### src/shared/flash_ctrl_params.svh
// What this block does
// - command cycle: strobe low while select low
// - program one word into erased sector only (not checked by the controller, which programs any address given)
// - program: two unlock cycles, command cycle, then address/data
// - hold boot protect steady during sequence
// - sector erase: six cycles, code last
// - block erase: six cycles, code last
`ifndef FLASH_CTRL_PARAMS_SVH
`define FLASH_CTRL_PARAMS_SVH
// ----------------------------------------
// bus geometry
// ----------------------------------------
`define FC_ADDR_W        19
`define FC_DATA_W        16
`define FC_SECTOR_LSB    11
`define FC_BLOCK_LSB     15
`define FC_POLL_BIT      7
`define FC_TOGGLE_BIT    6
// ----------------------------------------
// unlock sequence, held configurable
// ----------------------------------------
`define FC_UNLOCK_A1     19'h0_0555
`define FC_UNLOCK_D1     16'h00AA
`define FC_UNLOCK_A2     19'h0_02AA
`define FC_UNLOCK_D2     16'h0055
`define FC_CMD_PROGRAM   16'h00A0
`define FC_CMD_ERASE_PRE 16'h0080
`define FC_CMD_SECTOR    16'h0050
`define FC_CMD_BLOCK     16'h0030
// ----------------------------------------
// timing, 50 MHz clock
// ----------------------------------------
`define FC_CLK_MHZ       50
`define FC_SETUP_NS      40
`define FC_STROBE_NS     60
`define FC_READ_NS       80
`define FC_PROG_MAX_NS   10000
`endif

### src/shared/flash_ctrl_pkg.sv
`default_nettype none
package flash_ctrl_pkg;
   // host operation codes
   typedef enum logic [1:0] {
      OP_READ   = 2'h0,
      OP_PROG   = 2'h1,
      OP_SECTOR = 2'h2,
      OP_BLOCK  = 2'h3
   } op_t;
   // main controller states, one-hot
   typedef enum logic [4:0] {
      ST_IDLE  = 5'h01,
      ST_CYCLE = 5'h02,
      ST_READ  = 5'h04,
      ST_POLL  = 5'h08,
      ST_DONE  = 5'h10
   } state_t;
   // one bus cycle phases, one-hot
   typedef enum logic [3:0] {
      PH_IDLE   = 4'h1,
      PH_SETUP  = 4'h2,
      PH_STROBE = 4'h4,
      PH_HOLD   = 4'h8
   } phase_t;
endpackage : flash_ctrl_pkg
`default_nettype wire
### src/design/flash_bus_cycle.sv
`include "flash_ctrl_params.svh"
`default_nettype none
// ----------------------------------------
// one asynchronous bus cycle: write or read
// ----------------------------------------
module flash_bus_cycle
   import flash_ctrl_pkg::*;
#(
   parameter int SETUP_CYC  = (`FC_SETUP_NS * `FC_CLK_MHZ + 999) / 1000,
   parameter int STROBE_CYC = (`FC_STROBE_NS * `FC_CLK_MHZ + 999) / 1000,
   parameter int READ_CYC   = (`FC_READ_NS * `FC_CLK_MHZ + 999) / 1000
)(
   input  wire logic                  clk,
   input  wire logic                  resetn,
   input  wire logic                  start,
   input  wire logic                  is_write,
   output logic                       busy,
   output logic                       done,
   output logic                       sel_n,
   output logic                       gate_n,
   output logic                       wstrobe_n,
   output logic                       dq_oe_n,
   output logic                       capture
);
   phase_t     ph_r,  ph_nxt;     // cycle phase
   logic [7:0] cnt_r, cnt_nxt;    // phase timer
   logic       wr_r,  wr_nxt;     // write flag
   // phase sequencing
   always_comb
   begin
      ph_nxt  = ph_r;
      cnt_nxt = (cnt_r == 8'h00) ? 8'h00 : cnt_r - 8'h01;
      wr_nxt  = wr_r;
      case (ph_r)
         PH_IDLE:
         begin
            if (start)
            begin
               wr_nxt  = is_write;
               ph_nxt  = PH_SETUP;
               cnt_nxt = 8'(SETUP_CYC - 1);
            end
         end
         PH_SETUP:
            if (cnt_r == 8'h00)
            begin
               ph_nxt  = PH_STROBE;
               cnt_nxt = wr_r ? 8'(STROBE_CYC - 1) : 8'(READ_CYC - 1);
            end
         PH_STROBE:
            if (cnt_r == 8'h00)
               ph_nxt = PH_HOLD;
         PH_HOLD:
            ph_nxt = PH_IDLE;
         default:
            ph_nxt = PH_IDLE;
      endcase
   end
   always_ff @(posedge clk or negedge resetn)
   begin
      if (!resetn)
      begin
         ph_r  <= PH_IDLE;
         cnt_r <= 8'h00;
         wr_r  <= 1'b0;
      end
      else
      begin
         ph_r  <= ph_nxt;
         cnt_r <= cnt_nxt;
         wr_r  <= wr_nxt;
      end
   end
   // pin outputs registered; select low through setup and strobe, high again in hold
   always_ff @(posedge clk or negedge resetn)
   begin
      if (!resetn)
      begin
         sel_n     <= 1'b1;
         gate_n    <= 1'b1;
         wstrobe_n <= 1'b1;
         dq_oe_n   <= 1'b1;
         busy      <= 1'b0;
         done      <= 1'b0;
         capture   <= 1'b0;
      end
      else
      begin
         sel_n     <= !(ph_nxt == PH_SETUP || ph_nxt == PH_STROBE);
         wstrobe_n <= !(ph_nxt == PH_STROBE && wr_nxt);
         gate_n    <= !(ph_nxt == PH_STROBE && !wr_nxt);
         // data held through hold phase past strobe rise
         dq_oe_n   <= !(ph_nxt != PH_IDLE && wr_nxt);
         busy      <= (ph_nxt != PH_IDLE);
         done      <= (ph_r == PH_HOLD);
         capture   <= (ph_r == PH_STROBE && cnt_r == 8'h00 && !wr_r);
      end
   end
   a_strobe_in_sel: assert property (@(posedge clk) disable iff (!resetn)
      !wstrobe_n |-> !sel_n) else $error("write strobe outside select");
   a_gate_vs_drive: assert property (@(posedge clk) disable iff (!resetn)
      !gate_n |-> dq_oe_n) else $error("gate and drive together");
endmodule : flash_bus_cycle
`default_nettype wire

### src/design/flash_host_ctrl.sv
`include "flash_ctrl_params.svh"
`default_nettype none
module flash_host_ctrl
   import flash_ctrl_pkg::*;
#(
   parameter int ADDR_W   = `FC_ADDR_W,
   parameter int DATA_W   = `FC_DATA_W,
   parameter int POLL_MAX = 64  // status reads before timeout
)(
   input  wire logic              clk,
   input  wire logic              resetn,
   // user request side
   input  wire logic              req_valid,
   input  wire logic [1:0]        req_op,
   input  wire logic [ADDR_W-1:0] req_addr,
   input  wire logic [DATA_W-1:0] req_data,
   input  wire logic              protect_in,
   output logic                   req_ready,
   output logic                   rsp_valid,
   output logic [DATA_W-1:0]      rsp_data,
   output logic                   rsp_error,
   // flash pins
   output logic [ADDR_W-1:0]      fl_addr,
   output logic                   fl_sel_n,
   output logic                   fl_gate_n,
   output logic                   fl_wstrobe_n,
   output logic                   fl_protect_n,
   output logic [DATA_W-1:0]      fl_dq_out,
   output logic                   fl_dq_oe_n,
   input  wire logic [DATA_W-1:0] fl_dq_in
);
   // ----------------------------------------
   // command sequence table
   // ----------------------------------------
   // returns address/data of step k of the operation
   function automatic logic [ADDR_W+DATA_W-1:0] seq_word(
      input op_t op, input logic [2:0] k,
      input logic [ADDR_W-1:0] a, input logic [DATA_W-1:0] d);
      logic [ADDR_W-1:0] ma;
      // sector address bits only
      // block erase keeps the whole address: the boot-end blocks are narrower
      // than 32K, so cutting at bit 15 would aim at the wrong block; the
      // device drops the low bits itself
      ma = (op == OP_SECTOR) ? {a[ADDR_W-1:`FC_SECTOR_LSB], {`FC_SECTOR_LSB{1'b0}}}
                             : a;
      case (k)
         3'd0: seq_word = {ADDR_W'(`FC_UNLOCK_A1), DATA_W'(`FC_UNLOCK_D1)};
         3'd1: seq_word = {ADDR_W'(`FC_UNLOCK_A2), DATA_W'(`FC_UNLOCK_D2)};
         3'd2: seq_word = {ADDR_W'(`FC_UNLOCK_A1),
                  (op == OP_PROG) ? DATA_W'(`FC_CMD_PROGRAM) : DATA_W'(`FC_CMD_ERASE_PRE)};
         // a single word per program request
         3'd3: seq_word = (op == OP_PROG) ? {a, d}
                  : {ADDR_W'(`FC_UNLOCK_A1), DATA_W'(`FC_UNLOCK_D1)};
         3'd4: seq_word = {ADDR_W'(`FC_UNLOCK_A2), DATA_W'(`FC_UNLOCK_D2)};
         default: seq_word = {ma, (op == OP_SECTOR) ? DATA_W'(`FC_CMD_SECTOR)
                                                    : DATA_W'(`FC_CMD_BLOCK)};
      endcase
   endfunction : seq_word
   // ----------------------------------------
   // state
   // ----------------------------------------
   state_t            st_r,   st_nxt;    // controller state
   op_t               op_r,   op_nxt;    // current operation
   logic [2:0]        step_r, step_nxt;  // command cycle index
   logic [ADDR_W-1:0] a_r,    a_nxt;     // user address
   logic [DATA_W-1:0] d_r,    d_nxt;     // user data
   logic [DATA_W-1:0] prev_r, prev_nxt;  // last status read
   logic              first_r, first_nxt;// no previous poll yet
   logic [7:0]        pc_r,   pc_nxt;    // poll count
   logic              go;                 // start a bus cycle
   logic              go_wr;              // that cycle writes
   logic              cyc_done, cyc_busy, cap;
   logic [ADDR_W+DATA_W-1:0] sw;          // current step word
   logic [DATA_W-1:0] smp_r, smp2_r;      // pin input synchroniser
   logic              is_rd;
   logic              go_pend_r;          // go issued last clock, busy not yet seen
   logic [DATA_W-1:0] rd_word_r;          // read word held at the capture strobe
   assign sw    = seq_word(op_r, step_r, a_r, d_r);
   assign is_rd = (st_r == ST_READ) || (st_r == ST_POLL);
   // ----------------------------------------
   // bus cycle engine
   // ----------------------------------------
   flash_bus_cycle u_cyc (
      .clk       (clk),
      .resetn    (resetn),
      .start     (go),
      .is_write  (go_wr),
      .busy      (cyc_busy),
      .done      (cyc_done),
      .sel_n     (fl_sel_n),
      .gate_n    (fl_gate_n),
      .wstrobe_n (fl_wstrobe_n),
      .dq_oe_n   (fl_dq_oe_n),
      .capture   (cap)
   );
   // data pins: read data crosses two flops, capture lines up after
   always_ff @(posedge clk or negedge resetn)
   begin
      if (!resetn)
      begin
         smp_r     <= '0;
         smp2_r    <= '0;
         rd_word_r <= '0;
      end
      else
      begin
         smp_r  <= fl_dq_in;
         smp2_r <= smp_r;
         // take the word while the gate is still low, not after release
         if (cap)
            rd_word_r <= smp2_r;
      end
   end
   // ----------------------------------------
   // sequencing; capture arrives one clock before done
   // ----------------------------------------
   always_comb
   begin
      st_nxt = st_r; op_nxt = op_r; step_nxt = step_r;
      a_nxt = a_r; d_nxt = d_r; prev_nxt = prev_r;
      first_nxt = first_r; pc_nxt = pc_r;
      go = 1'b0; go_wr = 1'b0;
      case (st_r)
         ST_IDLE:
            if (req_valid)
            begin
               op_nxt = op_t'(req_op); a_nxt = req_addr; d_nxt = req_data;
               step_nxt = 3'd0; first_nxt = 1'b1; pc_nxt = 8'h00;
               st_nxt = (op_t'(req_op) == OP_READ) ? ST_READ : ST_CYCLE;
            end
         // unlock then command
         // done shows with busy already low, so it is looked at first
         ST_CYCLE:
            if (cyc_done)
            begin
               if ((op_r == OP_PROG && step_r == 3'd3) || step_r == 3'd5)
                  st_nxt = ST_POLL;
               else
                  step_nxt = step_r + 3'd1;
            end
            else if (!cyc_busy && !go_pend_r)
            begin
               go = 1'b1; go_wr = 1'b1;
            end
         ST_READ, ST_POLL:
            if (cyc_done)
            begin
               prev_nxt = rd_word_r; first_nxt = 1'b0; pc_nxt = pc_r + 8'h01;
               // completion when bit six stops toggling
               // limit: POLL_MAX reads at most, the last one leaves pc_r at POLL_MAX
               if (st_r == ST_READ
                   || (!first_r && rd_word_r[`FC_TOGGLE_BIT] == prev_r[`FC_TOGGLE_BIT])
                   || pc_r == 8'(POLL_MAX - 1))
                  st_nxt = ST_DONE;
            end
            else if (!cyc_busy && !go_pend_r)
               go = 1'b1;
         ST_DONE:
            st_nxt = ST_IDLE;
         default:
            st_nxt = ST_IDLE;
      endcase
   end
   // go is held off for one clock after a cycle starts, until busy shows
   always_ff @(posedge clk or negedge resetn)
   begin
      if (!resetn)
      begin
         st_r <= ST_IDLE; op_r <= OP_READ; step_r <= 3'd0;
         a_r <= '0; d_r <= '0; prev_r <= '0; first_r <= 1'b1; pc_r <= 8'h00;
         go_pend_r <= 1'b0;
      end
      else
      begin
         st_r <= st_nxt; op_r <= op_nxt; step_r <= step_nxt;
         a_r <= a_nxt; d_r <= d_nxt; prev_r <= prev_nxt;
         first_r <= first_nxt; pc_r <= pc_nxt;
         go_pend_r <= go;
      end
   end
   // ----------------------------------------
   // registered outputs
   // ----------------------------------------
   always_ff @(posedge clk or negedge resetn)
   begin
      if (!resetn)
      begin
         fl_addr <= '0; fl_dq_out <= '0; fl_protect_n <= 1'b1;
         req_ready <= 1'b0; rsp_valid <= 1'b0; rsp_data <= '0; rsp_error <= 1'b0;
      end
      else
      begin
         if (st_r == ST_IDLE)
            fl_protect_n <= !protect_in;
         fl_addr   <= is_rd ? a_r : sw[ADDR_W+DATA_W-1:DATA_W];
         fl_dq_out <= sw[DATA_W-1:0];
         req_ready <= (st_nxt == ST_IDLE);
         rsp_valid <= (st_r == ST_DONE);
         rsp_data  <= prev_r;
         rsp_error <= (st_r == ST_DONE) && (op_r != OP_READ) && (pc_r == 8'(POLL_MAX));
      end
   end
   // no new command cycle while device busy polling
   a_no_cmd_poll: assert property (@(posedge clk) disable iff (!resetn)
      st_r == ST_POLL |-> fl_wstrobe_n) else $error("write during poll");
   a_prog_steps: assert property (@(posedge clk) disable iff (!resetn)
      (st_r == ST_CYCLE && op_r == OP_PROG) |-> step_r <= 3'd3)
      else $error("program sequence too long");
   a_protect_hold: assert property (@(posedge clk) disable iff (!resetn)
      (st_r != ST_IDLE && $past(st_r) != ST_IDLE) |-> $stable(fl_protect_n))
      else $error("protect changed mid sequence");
   a_rsp_done: assert property (@(posedge clk) disable iff (!resetn)
      rsp_valid |-> $past(st_r) == ST_DONE) else $error("stray response");
endmodule : flash_host_ctrl
`default_nettype wire

### config.mk
export PLATFORM = sky130hd
export DESIGN_NAME = flash_host_ctrl
export DESIGN_NICKNAME = d
export VERILOG_FILES = /design/src/shared/flash_ctrl_pkg.sv /design/src/design/flash_bus_cycle.sv /design/src/design/flash_host_ctrl.sv
export VERILOG_INCLUDE_DIRS = /design/src /design/src/shared
export SDC_FILE = /design/constraint.sdc
export NUM_CORES = 1
export LEC_CHECK = 0
export BUFFER_PORTS_ARGS = -buffer_cell sky130_fd_sc_hd__clkbuf_2
export CAP_MARGIN = 20
export CORE_MARGIN = 8
export CORE_UTILIZATION = 40
export CTS_CLUSTER_DIAMETER = 100
export CTS_CLUSTER_SIZE = 14
export DETAILED_ROUTE_END_ITERATION = 8
export PLACE_DENSITY = 0.7
export SETUP_SLACK_MARGIN = 0.4
export SLEW_MARGIN = 0
export SYNTH_ARGS = -nofsm -noshare
export SYNTH_HDL_FRONTEND = slang
export SYNTH_SLANG_ARGS = --single-unit
### constraint.sdc
create_clock -name clk -period 2 [get_ports clk]
set_input_delay 0.4 -clock clk [delete_from_list [all_inputs] [get_ports clk]]
set_output_delay 0.4 -clock clk [all_outputs]
set_load 0.03 [all_outputs]
==> results of run 1 <==
==> cells in the final DEF (no fill, tap or decap), types with 8 or more instances in the layout <==
master                        n
sky130_fd_sc_hd__and2_1      17
sky130_fd_sc_hd__mux2_2      34
sky130_fd_sc_hd__nor3_1       8
sky130_fd_sc_hd__buf_12      10
sky130_fd_sc_hd__nand2_1    116
sky130_fd_sc_hd__nor2_1      17
sky130_fd_sc_hd__nand2_2     13
sky130_fd_sc_hd__clkbuf_2   114
sky130_fd_sc_hd__dfstp_2      8
sky130_fd_sc_hd__buf_6        9
sky130_fd_sc_hd__dfrtp_1    181
sky130_fd_sc_hd__o21ai_0      8
sky130_fd_sc_hd__clkbuf_16   19
sky130_fd_sc_hd__buf_4       38
sky130_fd_sc_hd__inv_1       11
sky130_fd_sc_hd__a21o_1       9
==> sequential cells by signal, summed over array words and instances (netlist names), 2 cells and up <==
name,cells
smp2_r,16
u_cyc.cnt_r,8
fl_addr,19
op_r,2
step_r,3
fl_dq_out,16
pc_r,8
u_cyc.ph_r,4
rsp_data,16
st_r,5
d_r,16
prev_r,16
smp_r,16
a_r,19
rd_word_r,16
==> cell usage after synthesis (all sizes together) (2+ instances only) <==
cell / instances / area share
inv: 12 / 0.0063
dfrtp: 186 / 0.65
mux2i: 3 / 0.0042
nand3: 8 / 0.0056
xnor2: 5 / 0.0061
and2: 19 / 0.017
a211oi: 2 / 0.0021
nand2b: 3 / 0.0026
nor2b: 2 / 0.0017
a21oi: 8 / 0.0056
ha: 8 / 0.014
a21o: 9 / 0.0094
nand2: 132 / 0.070
clkbuf: 14 / 0.0073
buf: 9 / 0.0080
o21ai: 10 / 0.0070
a311o: 2 / 0.0028
nand3b: 2 / 0.0021
nor3: 10 / 0.0086
o21bai: 4 / 0.0042
o21a: 7 / 0.0073
nor4: 4 / 0.0044
nor2: 19 / 0.010
and3: 2 / 0.0017
or3: 5 / 0.0044
o31ai: 5 / 0.0052
mux2: 35 / 0.055
dfstp: 8 / 0.029
a31oi: 4 / 0.0035
or4: 5 / 0.0058
nor3b: 2 / 0.0021
xor2: 2 / 0.0024
o211ai: 3 / 0.0031
nor4b: 9 / 0.012
==> worst paths after layout <==
path                              from             to  slack, ns  cells after the start
setup / recovery               st_r[3]        st_r[3]       0.12                      6
max in group asynchronous       resetn  u_cyc.ph_r[0]       0.90                      3
hold / removal             fl_dq_in[8]       smp_r[8]       0.07                      1
hold reg to reg               smp_r[5]      smp2_r[5]       0.35                      0
setup reg to reg               st_r[3]        st_r[3]       0.12                      6
min in group asynchronous       resetn    fl_addr[16]       0.47                      2
==> power breakdown <==
group	switching [W]	internal (W)
sequential	0.000465	0.00468
combinational	0.00208	0.00169
clock	0.00145	0.00204
==> final cells by class <==
cell class	count	area (um^2)
inverters	12	45.0
clock inverters	10	148
multi-input cells	345	2500
clock buffers	21	460
flip-flops and latches	194	4870
well taps	229	287
repair buffers	183	1410
fillers	1473	8050
==> cells by family after synthesis <==
logic type | count (synthesis) | share of synthesized area
adder cells (fa/ha/maj) | 8 | 0.0140
XOR/XNOR | 7 | 0.00857
flip-flops | 194 | 0.680
multiplexers | 38 | 0.0593
AO/OA/AOI/OAI | 62 | 0.0617
buffers and inverters | 35 | 0.0217
AND/OR/NAND/NOR | 229 | 0.155
==> per-layer routing <==
| metal | up-vias | GRT usage | wire [um] |
|---|---|---|---|
| met1 | 2454 | 0.179 | 7120 |
| met2 | 156 | 0.225 | 8110 |
| met5 | - | 0 | 0 |
| met4 | 0 | 0.0605 | 267 |
| met3 | 22 | 0.0351 | 1090 |
| li1 | 2296 | - | - |
==> timing repair <==
action                                  in CTS  in global routing
resized for setup                           43                 52
setup buffers                               19                 19
hold buffers                                 1                  0
pin swaps                                   11                 35
cloned                                       5                  4
endpoints found under the setup margin     104                119
endpoints found under the hold margin       32                  0
==> worst max-delay path: cells and delay by family (launching register included) <==
kind | cells | cell delay, ns
compound gates | 2 | 0.29
buf+inv | 2 | 0.34
flops | 1 | 0.45
simple gates | 2 | 0.72
==> through the flow <==
step / util / area [um^2] / instances / total power [W]
5_1_grt: 0.547 / 9730 / 994 / 0.0130
3_5_place_dp: 0.461 / 8200 / 915 / 0.00792
2_1_floorplan: - / 7230 / 573 / 0.00701
4_1_cts: 0.523 / 9300 / 971 / 0.0119
3_3_place_gp: 0.461 / 8200 / 915 / 0.00784
6_report: 0.547 / 9730 / 994 / 0.0124
==> impl_metrics.yaml, run 1 <==
detailed_routing:
  remaining_drc_errors: 0
  route.detailed.wl_per_inst_um: 16.7
  antenna_violating_nets_post_route: 0
  drtPass1Iterations: 4
  dr_total_vias: 4928
  postRouteWirelength_um: 16600
  drt_iter0_markers: 224
  route.detailed.vias_per_inst: 4.96
grt:
  via_count_of_the_first_global_routing_pass: 4831
  grt_antenna_before_repair: 0
  grt_start_max_net_pins: 49
  grt_overflow_total: 0
  grt_first_pass_wirelength_um: 24700
  grt_util_all_layers: 0.141
synth:
  synth_area_per_cell_um2: 12.5
  ys_async_sr_fraction: 1.00
  synthesis.area_mm2: 0.00716
  synth_ff_type: "sky130_fd_sc_hd__dfrtp_1"
  synthesized_net_count: 638
  number_of_standard_cells_after_synthesis: 573
  synth.yosys.seq_area_share: 0.680
  ys_warn_count: 0
  synthDistinctLibCells: 56
  synth-seq-cells: 194
  synth-edff-count: 0
outcome:
  outcome: "complete, no violations"
clocking:
  clk-insertion-delay-late_ns: 0.43
  htree_num_levels: 4
  cts.reportedPaths.clkPinSlew_ns: 0.07
  cts_made_buffers: 17
  tritoncts_num_sinks: 194
  cts_tree: "yes"
  cts_root_buffer: "sky130_fd_sc_hd__clkbuf_16"
  cts-root-to-sink-buffers: 2
critical_path:
  cpMaxStageDelayCell: "sky130_fd_sc_hd__dfrtp_2"
  cp.arrival_ns: 2.21
  worst_setup_path_end_kind: "register"
  critical_path_fanout_max: 5
  crit_chain: "buf_4 -> or3b_4 -> nor3_4 -> buf_4 -> a31oi_2 -> a31oi_2"
  setup.worst_path.start_class: "register"
  timing_worst_setup_path_type: "reg -> reg"
  critical_path_data_required_time_ns: 2.33
  slowest_delay_ns: 0.45
sta:
  finalHoldViolCount: 0
  finalWorstSetupSlack_ns: 0.115
  setup_total_negative_slack_ns: 0
  timing.clock.skew_ns: 0.0158
  worstMarginPinSlew_ns: 0.458
  slew_violations: 0
  layout_worst_path_cycle_share: 0.942
  period_needed_ns: 1.88
  smallest_hold_slack_ns: 0.0733
  max_freq_mhz: 531
  max_slew_margin: 0.693
  rsz_0062_raised_after_global_routing: "yes"
  report.final.setup_viol: 0
power:
  peakVddDrop_v: 0.000705
  leakage_nw: 4.85
  cellPowerDensity_mw_per_mm2: 1280
finish:
  share_of_final_layout_standard_cells_stronger_than_drive_strength_1: 0.422
  n_antenna_cell: 0
  fin_nets: 818
  syn_to_final_growth_pct: 36.0
placed_design:
  place_hpwl_um: 9900
  pre_cts_slack_ns: 0.109
  gp_routability_congestion: 0.817
  port_buffers: 115
floorplan:
  initial_core_util: 0.402
  die_h_um: 150
  fp-row-count: 49
  dieWidth_um: 150
  placeableCoreArea_mm2: 0.0178
  i_o_pin_count: 116
  die-area_mm2: 0.0224
flow_run:
  max_cap_violations: 0
worst_hold_path:
  worst_hold_path_type: "in -> reg"
(Power assumes the default switching activity.)
==> run 2: changes to the inputs <==
- PLACE_DENSITY: 0.7 -> 0.68
- TNS_END_PERCENT: default -> 50
- clock period: 2 -> 2.33 ns (I/O delays scaled with it)
==> impl_metrics.yaml, run 2 (synthesized netlist as in run 1, its figures left out) <==
outcome:
  outcome: "complete, no violations"
sta:
  timing.clock.skew_ns: 0.00695
  rsz_0062_raised_after_global_routing: "no"
  slew_violations: 0
  worstMarginPinSlew_ns: 0.731
  layout_worst_path_cycle_share: 0.806
  smallest_hold_slack_ns: 0.0341
  report.final.setup_viol: 0
  max_freq_mhz: 532
  setup_total_negative_slack_ns: 0
  finalHoldViolCount: 0
  max_slew_margin: 0.512
  period_needed_ns: 1.88
clocking:
  htree_num_levels: 4
  tritoncts_num_sinks: 194
  cts-root-to-sink-buffers: 2
  cts.reportedPaths.clkPinSlew_ns: 0.06
  clk-insertion-delay-late_ns: 0.43
  cts_made_buffers: 17
  postCtsHoldBufs: 0
  cts_root_buffer: "sky130_fd_sc_hd__clkbuf_16"
  cts_tree: "yes"
finish:
  syn_to_final_growth_pct: 21.8
  fin_nets: 767
  fillCellCount: 1614
  commonest_non_fill_non_tap_cell_in_the_layout: "sky130_fd_sc_hd__dfrtp_1"
  share_of_final_layout_standard_cells_stronger_than_drive_strength_1: 0.307
  final_cell_count_no_fill: 942
  postLayoutCoreUtil: 0.490
  n_antenna_cell: 0
  layout_top_registers: "a_r x19, fl_addr x19"
  final_cell_mix: "sky130_fd_sc_hd__dfrtp_1 (182), sky130_fd_sc_hd__nand2_1 (131), sky130_fd_sc_hd__clkbuf_2 (114)"
critical_path:
  cp.arrival_ns: 2.18
  critical-path-top-delay-family: "compound AO/OA/AOI/OAI gates"
  critical_path_fanout_max: 8
  worst_setup_path_end_kind: "register"
  worst-path-stages: 6
  timing_worst_setup_path_type: "reg -> reg"
  slowest_delay_ns: 0.40
  capturing_point_of_the_worst_reg2reg_path: "step_r[2]"
  r2r.worst_path.cells: 6
  critical_path_data_required_time_ns: 2.63
  setup.worst_path.start_class: "register"
  setup.reg_to_reg.worst_slack_ns: 0.45
  critical_path_buf_inv_count: 0
  crit_chain: "ha_2 -> ha_4 -> and3b_1 -> a21o_1 -> a22oi_4 -> mux2_1"
  crit-reg2reg-launch: "step_r[0]"
  cpMaxStageDelayCell: "sky130_fd_sc_hd__dfrtp_1"
floorplan:
  i_o_pin_count: 116
  dieWidth_um: 150
  die-area_mm2: 0.0224
  initial_core_util: 0.402
  fp-row-count: 49
  placeableCoreArea_mm2: 0.0178
  die_h_um: 150
detailed_routing:
  remaining_drc_errors: 0
  drtPass1Iterations: 4
  route.detailed.wl_per_inst_um: 15.4
  route.top_layer_used: "met4"
  routed_met2_length_um: 7010
  drt_iter0_markers: 213
  route.detailed.vias_per_inst: 4.96
  met1_wl_um: 6270
  antenna_violating_nets_post_route: 0
  dr_total_vias: 4671
  postRouteWirelength_um: 14500
  met3_wirelength_um: 1030
placed_design:
  gp_routability_congestion: 0.867
  place_inst: 908
  port_buffers: 115
  place_hpwl_um: 10300
grt:
  grt_antenna_before_repair: 0
  via_count_of_the_first_global_routing_pass: 4885
  grt_util_all_layers: 0.137
  grt_start_max_net_pins: 63
  grt_first_pass_wirelength_um: 24300
  grt_overflow_total: 0
power:
  clock_power_share: 0.304
  power_w: 0.00955
  switchingPower_w: 0.00300
  peakVddDrop_v: 0.000584
  sequentialPowerShare: 0.461
  leakage_nw: 4.44
  swShare: 0.315
  cellPowerDensity_mw_per_mm2: 1090
  internal-power_w: 0.00654
  p_comb_frac: 0.235
flow_run:
  max_cap_violations: 0
worst_hold_path:
  worst_hold_path_type: "in -> async"
[run 2: metal layers]
layer | global-route usage | vias up
met2 | 0.220 | 143
met3 | 0.0448 | 22
met4 | 0.0530 | 0
met1 | 0.171 | 2318
li1 | - | 2188
met5 | 0 | -
[run 2: area by class of cell]
class	instances	area (um^2)	area share
Inverter	12	45.0	0.00517
Clock inverter	10	150	0.0172
Sequential cell	194	4870	0.559
Timing Repair Buffer	133	761	0.0873
Multi-Input combinational cell	344	2170	0.249
Clock buffer	20	437	0.0501
Tap cell	229	287	0.0329
[run 2: worst reg2reg max path, delay by kind of cell, from the launching register on]
family / cells / cell delay (ns)
simple gates: 1 / 0.21
flops: 1 / 0.40
mux: 1 / 0.35
compound gates: 2 / 0.41
fa+ha+maj: 2 / 0.39
[run 2: worst max path at each step]
stage	startpoint	endpoint	slack [ns]
after global placement	st_r[2]	u_cyc.sel_n	0.46
final	step_r[0]	step_r[2]	0.45
after CTS	step_r[0]	step_r[2]	0.40
after detailed placement	step_r[2]	step_r[2]	0.35
after global routing	step_r[0]	fl_addr[3]	0.40
after floorplan	step_r[0]	step_r[2]	0.42
[run 2: what timing repair did]
| action | 4_1_cts | 5_1_grt |
|---|---|---|
| setup endpoints to repair | 7 | 20 |
| buffers inserted | 2 | 2 |
| resized for setup | 3 | 7 |
| pin swaps | 1 | 1 |
[run 2: stage by stage]
step           cell area [um^2]  worst slack, ns
6_report                   8720            0.451
5_1_grt                    8720            0.401
4_1_cts                    8680            0.397
3_5_place_dp               8070            0.348
3_3_place_gp               8070            0.460
2_1_floorplan              7160            0.422
[run 2: power groups by stage]
| stage | registers, W | clock network, W | logic, W |
|---|---|---|---|
| floorplan | 0.00465 | 0 | 0.00128 |
| global placement | 0.00441 | 0 | 0.00213 |
| detailed placement | 0.00446 | 0 | 0.00222 |
| CTS | 0.00440 | 0.00300 | 0.00225 |
| global route | 0.00447 | 0.00314 | 0.00253 |
| finish | 0.00440 | 0.00290 | 0.00225 |
